**src/verilog/awt_pkg.sv**
```systemverilog
/*
 * Constants, register layout and timing for the autonomous watchdog timer.
 * Assumes a 250 MHz system clock and an Avalon-MM slave bus of 32 bits.
 */
`default_nettype none

package awt_pkg;

    // ==========================================================
    // Register map (printed offsets are indices; byte = 4 * index)
    // ==========================================================
    localparam logic [3:0] AWT_IDX_CONTROL = 4'ha;
    localparam logic [3:0] AWT_IDX_IRQ_STATUS = 4'h0;
    localparam logic [3:0] AWT_IDX_IRQ_ENABLE = 4'h1;
    localparam logic [3:0] AWT_IDX_IRQ_CLEAR = 4'h2;

    // ==========================================================
    // Control field positions
    // ==========================================================
    localparam int AWT_BIT_RATE = 0;
    localparam int AWT_BIT_WAKE_IE = 3;
    localparam int AWT_BIT_RESET_EN = 4;
    localparam int AWT_BIT_RESTART = 5;
    localparam logic [7:0] AWT_CONTROL_RESET = 8'h00;

    // Event bits of the status register
    localparam int AWT_EV_TIMEOUT = 0;
    localparam int AWT_EV_WAKE = 1;
    localparam int AWT_NUM_EVENTS = 2;

    // ==========================================================
    // Timing
    // ==========================================================
    localparam longint AWT_CLK_HZ = 250000000;
    localparam longint AWT_FAST_MS = 10;
    localparam longint AWT_SLOW_MS = 20;
    localparam longint AWT_FAST_CYCLES = AWT_FAST_MS * AWT_CLK_HZ / 1000;
    localparam longint AWT_SLOW_CYCLES = AWT_SLOW_MS * AWT_CLK_HZ / 1000;
    localparam int AWT_CNT_W = 32;
    localparam logic [3:0] AWT_RESET_PULSE = 4'h8;

    // Bus state
    typedef enum logic [1:0] {
        AWT_BUS_IDLE = 2'b00,
        AWT_BUS_ACK = 2'b01
    } awt_bus_t;

endpackage : awt_pkg

`default_nettype wire

```
**src/verilog/awt_tick_if.sv**
```systemverilog
/*
 * Carrier between the control top and the period counter.
 * Assumes both ends share clk_sys.
 */
`default_nettype none

interface awt_tick_if #(parameter int CNT_W = 32);
    logic run_cnt;
    logic clear_cnt;
    logic [CNT_W-1:0] limit;
    logic expired;
    modport ctrl (output run_cnt, output clear_cnt, output limit,
                  input expired);
    modport cnt (input run_cnt, input clear_cnt, input limit,
                 output expired);
endinterface : awt_tick_if

`default_nettype wire

```
**src/verilog/awt_period_counter.sv**
```systemverilog
/*
 * Period counter: counts while enabled, pulses expired at the limit.
 * Assumes the control top keeps limit stable within a period.
 */
`default_nettype none

module awt_period_counter #(
    parameter int CNT_W = 32
) (
    // Clock and reset
    input wire logic clk_sys,
    input wire logic resetn,
    // Control
    awt_tick_if.cnt tick
);
    import awt_pkg::*;

    logic [CNT_W-1:0] count;
    logic [CNT_W-1:0] next_count;
    logic expired_q;
    logic next_expired;

    always_comb begin
        next_count = count;
        next_expired = 1'b0;
        if (tick.clear_cnt || !tick.run_cnt) begin
            // Halt keeps position so counting resumes later
            if (tick.clear_cnt) begin
                next_count = '0;
            end
        end else if (count >= tick.limit - CNT_W'(1)) begin
            next_count = '0;
            next_expired = 1'b1;
        end else begin
            next_count = count + CNT_W'(1);
        end
    end

    always_ff @(posedge clk_sys) begin
        if (!resetn) begin
            count <= '0;
            expired_q <= 1'b0;
        end else begin
            count <= next_count;
            expired_q <= next_expired;
        end
    end

    assign tick.expired = expired_q;
endmodule : awt_period_counter

`default_nettype wire

```
**src/verilog/awt_watchdog.sv**
```systemverilog
/*
 * Autonomous watchdog timer top with Avalon-MM register slave.
 * Assumes stop_mode comes synchronous to clk_sys from the power manager,
 * and that the CPU pulls resetn low when sys_reset_req is seen.
 */
`default_nettype none

module awt_watchdog #(
    parameter longint FAST_CYCLES = awt_pkg::AWT_FAST_CYCLES,
    parameter longint SLOW_CYCLES = awt_pkg::AWT_SLOW_CYCLES
) (
    // Clock and reset
    input wire logic clk_sys,
    input wire logic resetn,
    // Avalon-MM slave
    input wire logic [5:0] avs_address,
    input wire logic avs_read,
    input wire logic avs_write,
    input wire logic [31:0] avs_writedata,
    input wire logic [3:0] avs_byteenable,
    output logic [31:0] avs_readdata,
    output logic avs_waitrequest,
    // System mode
    input wire logic stop_mode,
    // Outputs to the CPU
    output logic sys_reset_req,
    output logic wake_irq,
    output logic irq
);
    import awt_pkg::*;

    localparam int CW = AWT_CNT_W;

    // ==========================================================
    // State
    // ==========================================================
    awt_bus_t bus_st, next_bus_st;
    logic [31:0] readdata, next_readdata;
    logic reset_en, next_reset_en;
    logic reset_en_locked, next_reset_en_locked;
    logic wake_ie, next_wake_ie;
    logic rate_fast, next_rate_fast;
    logic [AWT_NUM_EVENTS-1:0] irq_status, next_irq_status;
    logic [AWT_NUM_EVENTS-1:0] irq_enable, next_irq_enable;
    logic irq_q, next_irq_q;
    logic wake_irq_q, next_wake_irq_q;
    logic [3:0] rst_cnt, next_rst_cnt;
    logic restart_pulse, next_restart_pulse;
    logic [CW-1:0] limit_q, next_limit_q;
    logic stop_q, next_stop_q;
    logic waitreq_q, next_waitreq_q;
    logic next_sys_reset_req;

    logic [3:0] idx;
    logic req;
    logic wr_low;
    logic timeout_ev;
    logic wake_ev;

    awt_tick_if #(.CNT_W(CW)) tick ();

    awt_period_counter #(.CNT_W(CW)) u_counter (
        .clk_sys(clk_sys),
        .resetn(resetn),
        .tick(tick)
    );

    function automatic logic [CW-1:0] period_of(input logic fast);
        period_of = fast ? CW'(FAST_CYCLES) : CW'(SLOW_CYCLES);
    endfunction

    assign idx = avs_address[3:0];
    assign req = (avs_read || avs_write) && bus_st == AWT_BUS_IDLE;
    // Writes land at the edge where the master sees waitrequest low
    assign wr_low = avs_write && bus_st == AWT_BUS_ACK && avs_byteenable[0];

    // Timer runs only while an enable is set
    // Run mode needs reset enable; stop mode needs the wake enable
    assign tick.run_cnt = stop_mode ? wake_ie : reset_en;
    // A mode change or restart begins a fresh period
    assign tick.clear_cnt = restart_pulse || (stop_q != stop_mode);
    assign tick.limit = limit_q;

    assign timeout_ev = tick.expired && !stop_q && reset_en;
    assign wake_ev = tick.expired && stop_q && wake_ie;

    // ==========================================================
    // Next-state logic
    // ==========================================================
    always_comb begin
        next_bus_st = AWT_BUS_IDLE;
        next_readdata = readdata;
        next_reset_en = reset_en;
        next_reset_en_locked = reset_en_locked;
        next_wake_ie = wake_ie;
        next_rate_fast = rate_fast;
        next_irq_enable = irq_enable;
        next_irq_status = irq_status;
        next_restart_pulse = 1'b0;
        next_stop_q = stop_mode;
        next_limit_q = period_of(rate_fast);
        next_rst_cnt = rst_cnt;
        if (req) begin
            next_bus_st = AWT_BUS_ACK;
            next_readdata = '0;
            if (avs_read) begin
                case (idx)
                    AWT_IDX_CONTROL: begin
                        // Restart and bit two read back as zero
                        next_readdata[AWT_BIT_RESET_EN] = reset_en;
                        next_readdata[AWT_BIT_WAKE_IE] = wake_ie;
                        next_readdata[AWT_BIT_RATE] = rate_fast;
                    end
                    AWT_IDX_IRQ_STATUS: begin
                        next_readdata[AWT_NUM_EVENTS-1:0] = irq_status;
                    end
                    AWT_IDX_IRQ_ENABLE: begin
                        next_readdata[AWT_NUM_EVENTS-1:0] = irq_enable;
                    end
                    default: begin
                        next_readdata = '0;
                    end
                endcase
            end
        end
        if (wr_low) begin
            case (idx)
                AWT_IDX_CONTROL: begin
                    if (avs_writedata[AWT_BIT_RESTART]) begin
                        next_restart_pulse = 1'b1;
                    end
                    // A write of reset enable as one fixes it until reset
                    if (!reset_en_locked) begin
                        next_reset_en = avs_writedata[AWT_BIT_RESET_EN];
                        next_reset_en_locked =
                            avs_writedata[AWT_BIT_RESET_EN];
                    end
                    next_wake_ie = avs_writedata[AWT_BIT_WAKE_IE];
                    next_rate_fast = avs_writedata[AWT_BIT_RATE];
                end
                AWT_IDX_IRQ_ENABLE: begin
                    next_irq_enable =
                        avs_writedata[AWT_NUM_EVENTS-1:0];
                end
                AWT_IDX_IRQ_CLEAR: begin
                    next_irq_status =
                        irq_status & ~avs_writedata[AWT_NUM_EVENTS-1:0];
                end
                default: begin
                    next_irq_status = irq_status;
                end
            endcase
        end
        // Set after clear so a same-cycle event is kept
        if (timeout_ev) begin
            next_irq_status[AWT_EV_TIMEOUT] = 1'b1;
        end
        if (wake_ev) begin
            next_irq_status[AWT_EV_WAKE] = 1'b1;
        end
        // Stretch the reset request so the CPU surely sees it
        if (timeout_ev) begin
            next_rst_cnt = AWT_RESET_PULSE;
        end else if (rst_cnt != 4'h0) begin
            next_rst_cnt = rst_cnt - 4'h1;
        end
        next_irq_q = |(next_irq_status & irq_enable);
        // Wake level held until the CPU leaves stop mode
        next_wake_irq_q = stop_mode && (wake_irq_q || wake_ev);
        next_waitreq_q = (next_bus_st != AWT_BUS_ACK);
        next_sys_reset_req = (next_rst_cnt != 4'h0);
    end

    // ==========================================================
    // Registers
    // ==========================================================
    always_ff @(posedge clk_sys) begin
        if (!resetn) begin
            bus_st <= AWT_BUS_IDLE;
            readdata <= '0;
            reset_en <= AWT_CONTROL_RESET[AWT_BIT_RESET_EN];
            reset_en_locked <= 1'b0;
            wake_ie <= AWT_CONTROL_RESET[AWT_BIT_WAKE_IE];
            rate_fast <= AWT_CONTROL_RESET[AWT_BIT_RATE];
            irq_status <= '0;
            irq_enable <= '0;
            irq_q <= 1'b0;
            wake_irq_q <= 1'b0;
            rst_cnt <= 4'h0;
            restart_pulse <= 1'b0;
            limit_q <= CW'(SLOW_CYCLES);
            stop_q <= 1'b0;
            sys_reset_req <= 1'b0;
            waitreq_q <= 1'b1;
        end else begin
            bus_st <= next_bus_st;
            readdata <= next_readdata;
            reset_en <= next_reset_en;
            reset_en_locked <= next_reset_en_locked;
            wake_ie <= next_wake_ie;
            rate_fast <= next_rate_fast;
            irq_status <= next_irq_status;
            irq_enable <= next_irq_enable;
            irq_q <= next_irq_q;
            wake_irq_q <= next_wake_irq_q;
            rst_cnt <= next_rst_cnt;
            restart_pulse <= next_restart_pulse;
            limit_q <= next_limit_q;
            stop_q <= next_stop_q;
            sys_reset_req <= next_sys_reset_req;
            waitreq_q <= next_waitreq_q;
        end
    end

    assign avs_readdata = readdata;
    // Waitrequest high unless the answer is ready this cycle
    assign avs_waitrequest = waitreq_q;
    assign irq = irq_q;
    assign wake_irq = wake_irq_q;
endmodule : awt_watchdog

`default_nettype wire

```
**config.mk**
```make
export PLATFORM = sky130hd
export DESIGN_NAME = awt_watchdog
export DESIGN_NICKNAME = d
export VERILOG_FILES = /design/src/verilog/awt_pkg.sv /design/src/verilog/awt_tick_if.sv /design/src/verilog/awt_period_counter.sv /design/src/verilog/awt_watchdog.sv
export SDC_FILE = /design/constraint.sdc
export NUM_CORES = 1
export LEC_CHECK = 0
export BUFFER_PORTS_ARGS = -buffer_cell sky130_fd_sc_hd__buf_2
export CAP_MARGIN = 20
export CORE_MARGIN = 2
export CORE_UTILIZATION = 30
export CTS_BUF_LIST = sky130_fd_sc_hd__clkbuf_2
export CTS_CLUSTER_SIZE = 40
export DETAILED_ROUTE_END_ITERATION = 10
export GPL_TIMING_DRIVEN = 0
export SLEW_MARGIN = 30
export SYNTH_ARGS = -nofsm -noshare
export SYNTH_HDL_FRONTEND = slang
export SYNTH_SLANG_ARGS = --single-unit
```
**constraint.sdc**
```tcl
create_clock -name clk_sys -period 4 [get_ports clk_sys]
set_input_delay 0.4 -clock clk_sys [delete_from_list [all_inputs] [get_ports clk_sys]]
set_output_delay 0.4 -clock clk_sys [all_outputs]
set_load 0.05 [all_outputs]
```
# Yosys cells after proc, flatten, opt, wreduce, memory -nomap -nowiden

Cells that the tools add are included.

Bits in registers: 117
Logic and storage cells: 77

Add/sub/neg operators: 3
Magnitude comparators: 1
Equality and inequality tests: 7
Multiplexer cells: 19
Bitwise operators: 5
Reductions and logical operators: 24

Operators by type and width:

| kind                                                 | number |
|---|---|
| 2-to-1 mux 32 bit                                    | 3 |
| adder 32 x 1 -> 32 bit (second input constant)       | 1 |
| greater-or-equal comparator 32 bit                   | 1 |
| subtractor 32 x 1 -> 32 bit (second input constant)  | 1 |
| 2-to-1 mux 23 bit                                    | 1 |
| logical AND 1 bit                                    | 8 |
| 2-to-1 mux 4 bit                                     | 2 |
| nonzero test 4 bit                                   | 2 |
| 2-to-1 mux 1 bit                                     | 7 |
| 2-to-1 mux 2 bit                                     | 3 |
| AND reduction 3 bit                                  | 2 |
| 2-to-1 mux 5 bit                                     | 1 |
| AND 2 bit                                            | 2 |
| equality test 4 x 1 -> 1 bit (second input constant) | 1 |
| equality test 4 x 2 -> 1 bit (second input constant) | 1 |
| equality test 4 bit (second input constant)          | 1 |
| logical NOT 4 bit                                    | 1 |
| logical OR 1 bit                                     | 4 |
| != test 2 x 1 -> 1 bit (second input constant)       | 2 |
| AND reduction 2 bit                                  | 2 |
| OR reduction 2 bit                                   | 2 |
| subtractor 4 x 1 -> 4 bit (second input constant)    | 1 |
| one-hot mux 1 bit (3 select lines)                   | 1 |
| equality test 2 x 1 -> 1 bit (second input constant) | 1 |
| other kinds (6)                                      | 8 |

# Depth between registers and ports, before layout

Depth after elaboration: 7
Mapped depth: 10
Gate-level depth less buffers: 9

# By module

Synthesis repeated with hierarchy kept, for this count alone.

Cell total of the unflattened synthesis: 514
Area total of the unflattened synthesis: 4202.8 um^2

Modules (own cells, without submodules):

| module             | times used | cells each | area an instance (um^2) | seq. area each (um^2) |
|---|---|---|---|---|
| awt_period_counter | 1          | 371        | 2921.6                  | 660.6 |
| awt_watchdog       | 1          | 143        | 1281.2                  | 500.5 |

# Worst setup path before layout

Ideal clock, no wire load.

Kind: reg2reg
Start: register limit_q[21]
End: register u_counter.count[22]
Arrival: 2.336 ns
Slack: 1.590 ns
Cell stages (with the launch flop): 11
Buffers on the path: 1
Clock period less this slack: 2.410 ns
Cells stage by stage: dfxtp_1 inv_1 ha_1 ha_1 and4_1 a221oi_2 nor3b_1 o311ai_4 buf_6 o211ai_1 a31oi_1

Cells in the longest elaborated chain, start to end: 4

Ends and longest elaborated chain:

| element                            | line                     | source |
|---|---|---|
| start, declared                    | awt_watchdog.sv:49       | `logic [CW-1:0] limit_q, next_limit_q;` |
| start signal, assigned             | awt_watchdog.sv:191      | `limit_q <= CW'(SLOW_CYCLES);` |
| start signal, assigned             | awt_watchdog.sv:208      | `limit_q <= next_limit_q;` |
| subtractor 32 x 1 -> 32 bit        | awt_period_counter.sv:31 | `end else if (count >= tick.limit - CNT_W'(1)) begin` |
| greater-or-equal comparator 32 bit | awt_period_counter.sv:31 |  |
| 2-to-1 mux 32 bit                  | awt_period_counter.sv:31 |  |
| 2-to-1 mux 32 bit                  | awt_period_counter.sv:26 | `if (tick.clear_cnt \|\| !tick.run_cnt) begin` |
| end signal, assigned               | awt_period_counter.sv:44 | `count <= next_count;` |
| end, declared                      | awt_period_counter.sv:18 | `logic [CNT_W-1:0] count;` |

No other way between the ends.
A chain may end at the register's enable or synchronous reset.

# Worst setup path after layout

Start: register limit_q[21]
End: register u_counter.count[19]

Same word-level chain as after synthesis.

==> flow_metrics.tcl <==
set metrics [dict create \
    gr_busiest_metal "met2" \
    clock_skew_ps 13.6 \
    std_cell_rows 37 \
    timing.critical_path.to_type "register" \
    gpl.final_weighted_congestion 0.813 \
    synth.yosys.seq_area_share_pct 36.9 \
    ff2ff_setup_slack_ps 1090 \
    grt_util_met1_pct 16.7 \
    final_nets 482 \
    synth-edff-count 0 \
    flow.area_growth_from_synthesis_pct 14.8 \
    final.setup.tns_ps 0 \
    maximum_vdd_drop_mv 0.146 \
    setup_ws_ps 1090 \
    pwr-share-comb_pct 20.5 \
    worst_hold_check_path_type "in -> reg" \
    top_cell_type_by_total_area_after_synthesis "sky130_fd_sc_hd__dfxtp_1" \
    synth-warning-count 0 \
    post_cts_resize_count 0 \
    run_status "finished, final reports clean" \
    ys.flop_type "sky130_fd_sc_hd__dfxtp_1" \
    slew_viol_final 0 \
    worst_setup_endpoint "u_counter.count[19]$_SDFFE_PN0P_" \
    layout_worst_path_cycle_share_pct 72.7 \
    die_area_mm2 0.0113 \
    total_leakage_power_nw 1.53 \
    die-width_um 106 \
    via_count_of_the_first_global_routing_pass 2497 \
    fmax_mhz 344 \
    met3_routing_resource_usage_after_global_routing_pct 3.43 \
    fillCellCount 1090 \
    clock_tree.htree_level_count 3 \
    hold_violations 0 \
    detail_route.wirelength_mm 7.22 \
    synth_cell_type_count 51 \
    critPathRequiredTime_ps 4390 \
    final_period_minus_worst_setup_slack_ps 2910 \
    synth-async-reset-ratio_pct 0 \
    cts_num_sinks 58 \
    gr-usage-all-layers_pct 13.2 \
    drt_pass1_iterations 6 \
    timing.reg2reg.worst_path_depth 9 \
    cts-hold-fix-buffers 0 \
    antenna_found_initial 0 \
    crit-reg2reg-capture "u_counter.count[19]$_SDFFE_PN0P_" \
    n_antenna_cell 0 \
    top_cells_by_area_in_the_synthesized_netlist "sky130_fd_sc_hd__dfxtp_1, sky130_fd_sc_hd__buf_4, sky130_fd_sc_hd__ha_1" \
    dieHeight_um 106 \
    worstPathArrival_ps 3300 \
    antenna_violation_net_count_after_detailed_routing 0 \
    worst_setup_path_start_kind "register" \
    setup_viol 0 \
    post-cts-setup-buffer-count 0 \
    dp_slack_ps 1060 \
    drt_iter0_drc 126 \
    worst_skew_pair.late_latency_ps 480 \
    post_synth_inst_count 358 \
    grt_pass1_wl_mm 12.0 \
    m2_gr_usage_pct 21.6 \
    place_hpwl_mm 5.21 \
    cts_tree "built" \
    routed-via-count 2691 \
    area.sequential_mm2 0.00116 \
    initial_utilization_pct 30.7 \
    clkTransAtPathRegs_ps 170 \
    power.share.switching_pct 34.3 \
    critical_path_peak_fanout 8 \
    max-slew-margin-rel_pct 60.9 \
    cellInternalPower_uw 755 \
    setup.worst_path.start "limit_q[21]$_SDFF_PN0_" \
    ffs_latches_synth 58 \
    clock_power_share_pct 26.1 \
    drc 0 \
    wl_per_cell_um 12.9 \
    netsw_uw 394 \
    power.sequential.fraction_pct 53.4 \
    yosys.area.top_type_share_pct 36.9 \
    syn-cell-area_mm2 0.00314 \
    max-clock-path-buffers 2 \
    grt_start_max_net_pins 11 \
    critPathKind "reg -> reg" \
    overflow 0 \
    core_area_mm2 0.0102 \
    i_o_pin_cnt 83 \
    ctsRootBufferMaster "sky130_fd_sc_hd__clkbuf_2" \
    average_footprint_of_a_synthesized_cell_um2 8.78 \
    critical_path.reg2reg.startpoint "limit_q[21]$_SDFF_PN0_" \
    multi_input_area_mm2 0.00174 \
    cts_buffers 9 \
    rsz0062_at_grt "no" \
    cap_violations 0 \
    tightestPinTransition_ps 586 \
    pwr_density_cell_mw_per_mm2 318 \
    port_buffers 22 \
    drive_gt1_share_pct 19.9 \
    detail_route.vias_per_cell 4.81 \
]
-- area by class of cell --
cell class / count / area share [%]
Buffer: 42 / 8.39
Timing Repair Buffer: 22 / 3.05
Tap cell: 136 / 4.71
Inverter: 10 / 1.04
Multi-Input combinational cell: 275 / 48.3
Sequential cell: 58 / 32.2
Clock buffer: 10 / 1.39
Clock inverter: 6 / 0.936
-- power groups by stage --
stage	Combinational (mW)	Clock [mW]	Sequential (mW)
3_5_place_dp	0.233	0	0.626
5_1_grt	0.260	0.332	0.617
3_3_place_gp	0.227	0	0.625
4_1_cts	0.234	0.313	0.614
6_report	0.235	0.300	0.614
2_1_floorplan	0.175	0	0.644
-- routing by layer --
| layer | wire length [µm] | vias up |
|---|---|---|
| met5 | 0 | - |
| met4 | 53 | 0 |
| met3 | 362 | 9 |
| met2 | 3300 | 68 |
| met1 | 3500 | 1238 |
| li1 | - | 1376 |
-- cells in the mapped netlist, types with 2 or more instances --
cell,count
sky130_fd_sc_hd__xor2_1,3
sky130_fd_sc_hd__buf_4,30
sky130_fd_sc_hd__a41oi_1,4
sky130_fd_sc_hd__or3_1,3
sky130_fd_sc_hd__nor2_1,24
sky130_fd_sc_hd__clkbuf_1,5
sky130_fd_sc_hd__dfxtp_1,58
sky130_fd_sc_hd__ha_1,17
sky130_fd_sc_hd__nor3b_1,4
sky130_fd_sc_hd__mux2_2,2
sky130_fd_sc_hd__nand3b_1,9
sky130_fd_sc_hd__a22o_1,3
sky130_fd_sc_hd__and2_1,5
sky130_fd_sc_hd__a211oi_1,2
sky130_fd_sc_hd__nor3_1,8
sky130_fd_sc_hd__inv_1,10
sky130_fd_sc_hd__nand3_1,15
sky130_fd_sc_hd__nand2b_1,2
sky130_fd_sc_hd__o211ai_1,4
sky130_fd_sc_hd__nand2_1,38
sky130_fd_sc_hd__a32oi_1,5
sky130_fd_sc_hd__a31oi_1,28
sky130_fd_sc_hd__nand4_1,2
sky130_fd_sc_hd__a21oi_1,9
sky130_fd_sc_hd__and4_1,5
sky130_fd_sc_hd__nor4_2,2
sky130_fd_sc_hd__nor4_1,2
sky130_fd_sc_hd__and3b_1,2
sky130_fd_sc_hd__buf_6,4
sky130_fd_sc_hd__and3_1,17
sky130_fd_sc_hd__mux2i_1,5
sky130_fd_sc_hd__o21ai_0,8
sky130_fd_sc_hd__o41ai_1,2
sky130_fd_sc_hd__buf_2,2
sky130_fd_sc_hd__a21boi_0,3
-- sequential cells by signal, summed over array words and instances (netlist names), 2 cells and up --
signal and cells:
avs_readdata 4, irq_enable 2, irq_status 2, limit_q 2, rst_cnt 4, u_counter.count 32
-- cells in the final DEF (no fill, tap or decap), drive strengths merged, types with 5 or more instances in the layout --
master,synthesis,final
a32oi,5,5
nor3,9,9
o21ai,9,9
mux2i,5,5
buf,37,59
nand2,39,39
nand3,16,16
nor2,24,24
clkbuf,5,15
dfxtp,58,58
and4,5,5
a31oi,28,28
and3,17,17
a21oi,9,9
ha,17,17
inv,10,10
and2,5,5
nand3b,9,9
conb,1,28
-- through the flow --
step / cell area, µm² / power (mW) / hold slack [ps] / util [%] / instances
floorplan: 3250 / 0.819 / 390 / - / 385
global route: 3610 / 1.21 / 126 / 35.3 / 559
global placement: 3530 / 0.852 / 438 / 34.5 / 543
CTS: 3610 / 1.16 / 109 / 35.3 / 559
finish: 3610 / 1.15 / 156 / 35.3 / 559
detailed placement: 3530 / 0.859 / 440 / 34.5 / 543
-- kinds of logic (layout without fill, tap and decap cells) --
group                    Yosys count  count (layout)  share of synthesized area (%)
AO/OA/AOI/OAI                     76              76                           17.6
XOR/XNOR                           4               4                           1.11
adder cells (fa/ha/maj)           17              17                           6.76
buffers and inverters             52              90                           10.8
flip-flops                        58              58                           36.9
multiplexers                       7               7                           2.31
other                              1              28                          0.119
AND/OR/NAND/NOR                  143             143                           24.3
-- how the worst min path moves through the flow --
stage,slack (ps),start,to,cells past startpoint
6_report,160,avs_writedata[4],reset_en_locked$_SDFFE_PN0P_,3
5_1_grt,130,avs_writedata[4],reset_en_locked$_SDFFE_PN0P_,3
4_1_cts,110,avs_writedata[4],reset_en_locked$_SDFFE_PN0P_,3
3_5_place_dp,440,rate_fast$_SDFFE_PN0P_,limit_q[19]$_SDFF_PN1_,1
3_3_place_gp,440,rate_fast$_SDFFE_PN0P_,limit_q[19]$_SDFF_PN1_,1
2_1_floorplan,390,rate_fast$_SDFFE_PN0P_,limit_q[19]$_SDFF_PN1_,1
-- worst max-delay path, stage by stage, from the launching register on --
cell and delay [ps]:
sky130_fd_sc_hd__dfxtp_1 340, sky130_fd_sc_hd__inv_1 240, sky130_fd_sc_hd__ha_1 300, sky130_fd_sc_hd__ha_1 290, sky130_fd_sc_hd__and4_1 190, sky130_fd_sc_hd__a221oi_2 310
sky130_fd_sc_hd__nor3b_1 130, sky130_fd_sc_hd__o311ai_4 520, sky130_fd_sc_hd__nand2_2 250, sky130_fd_sc_hd__o41ai_1 280
No activity file was read; power rests on OpenSTA's default activity.
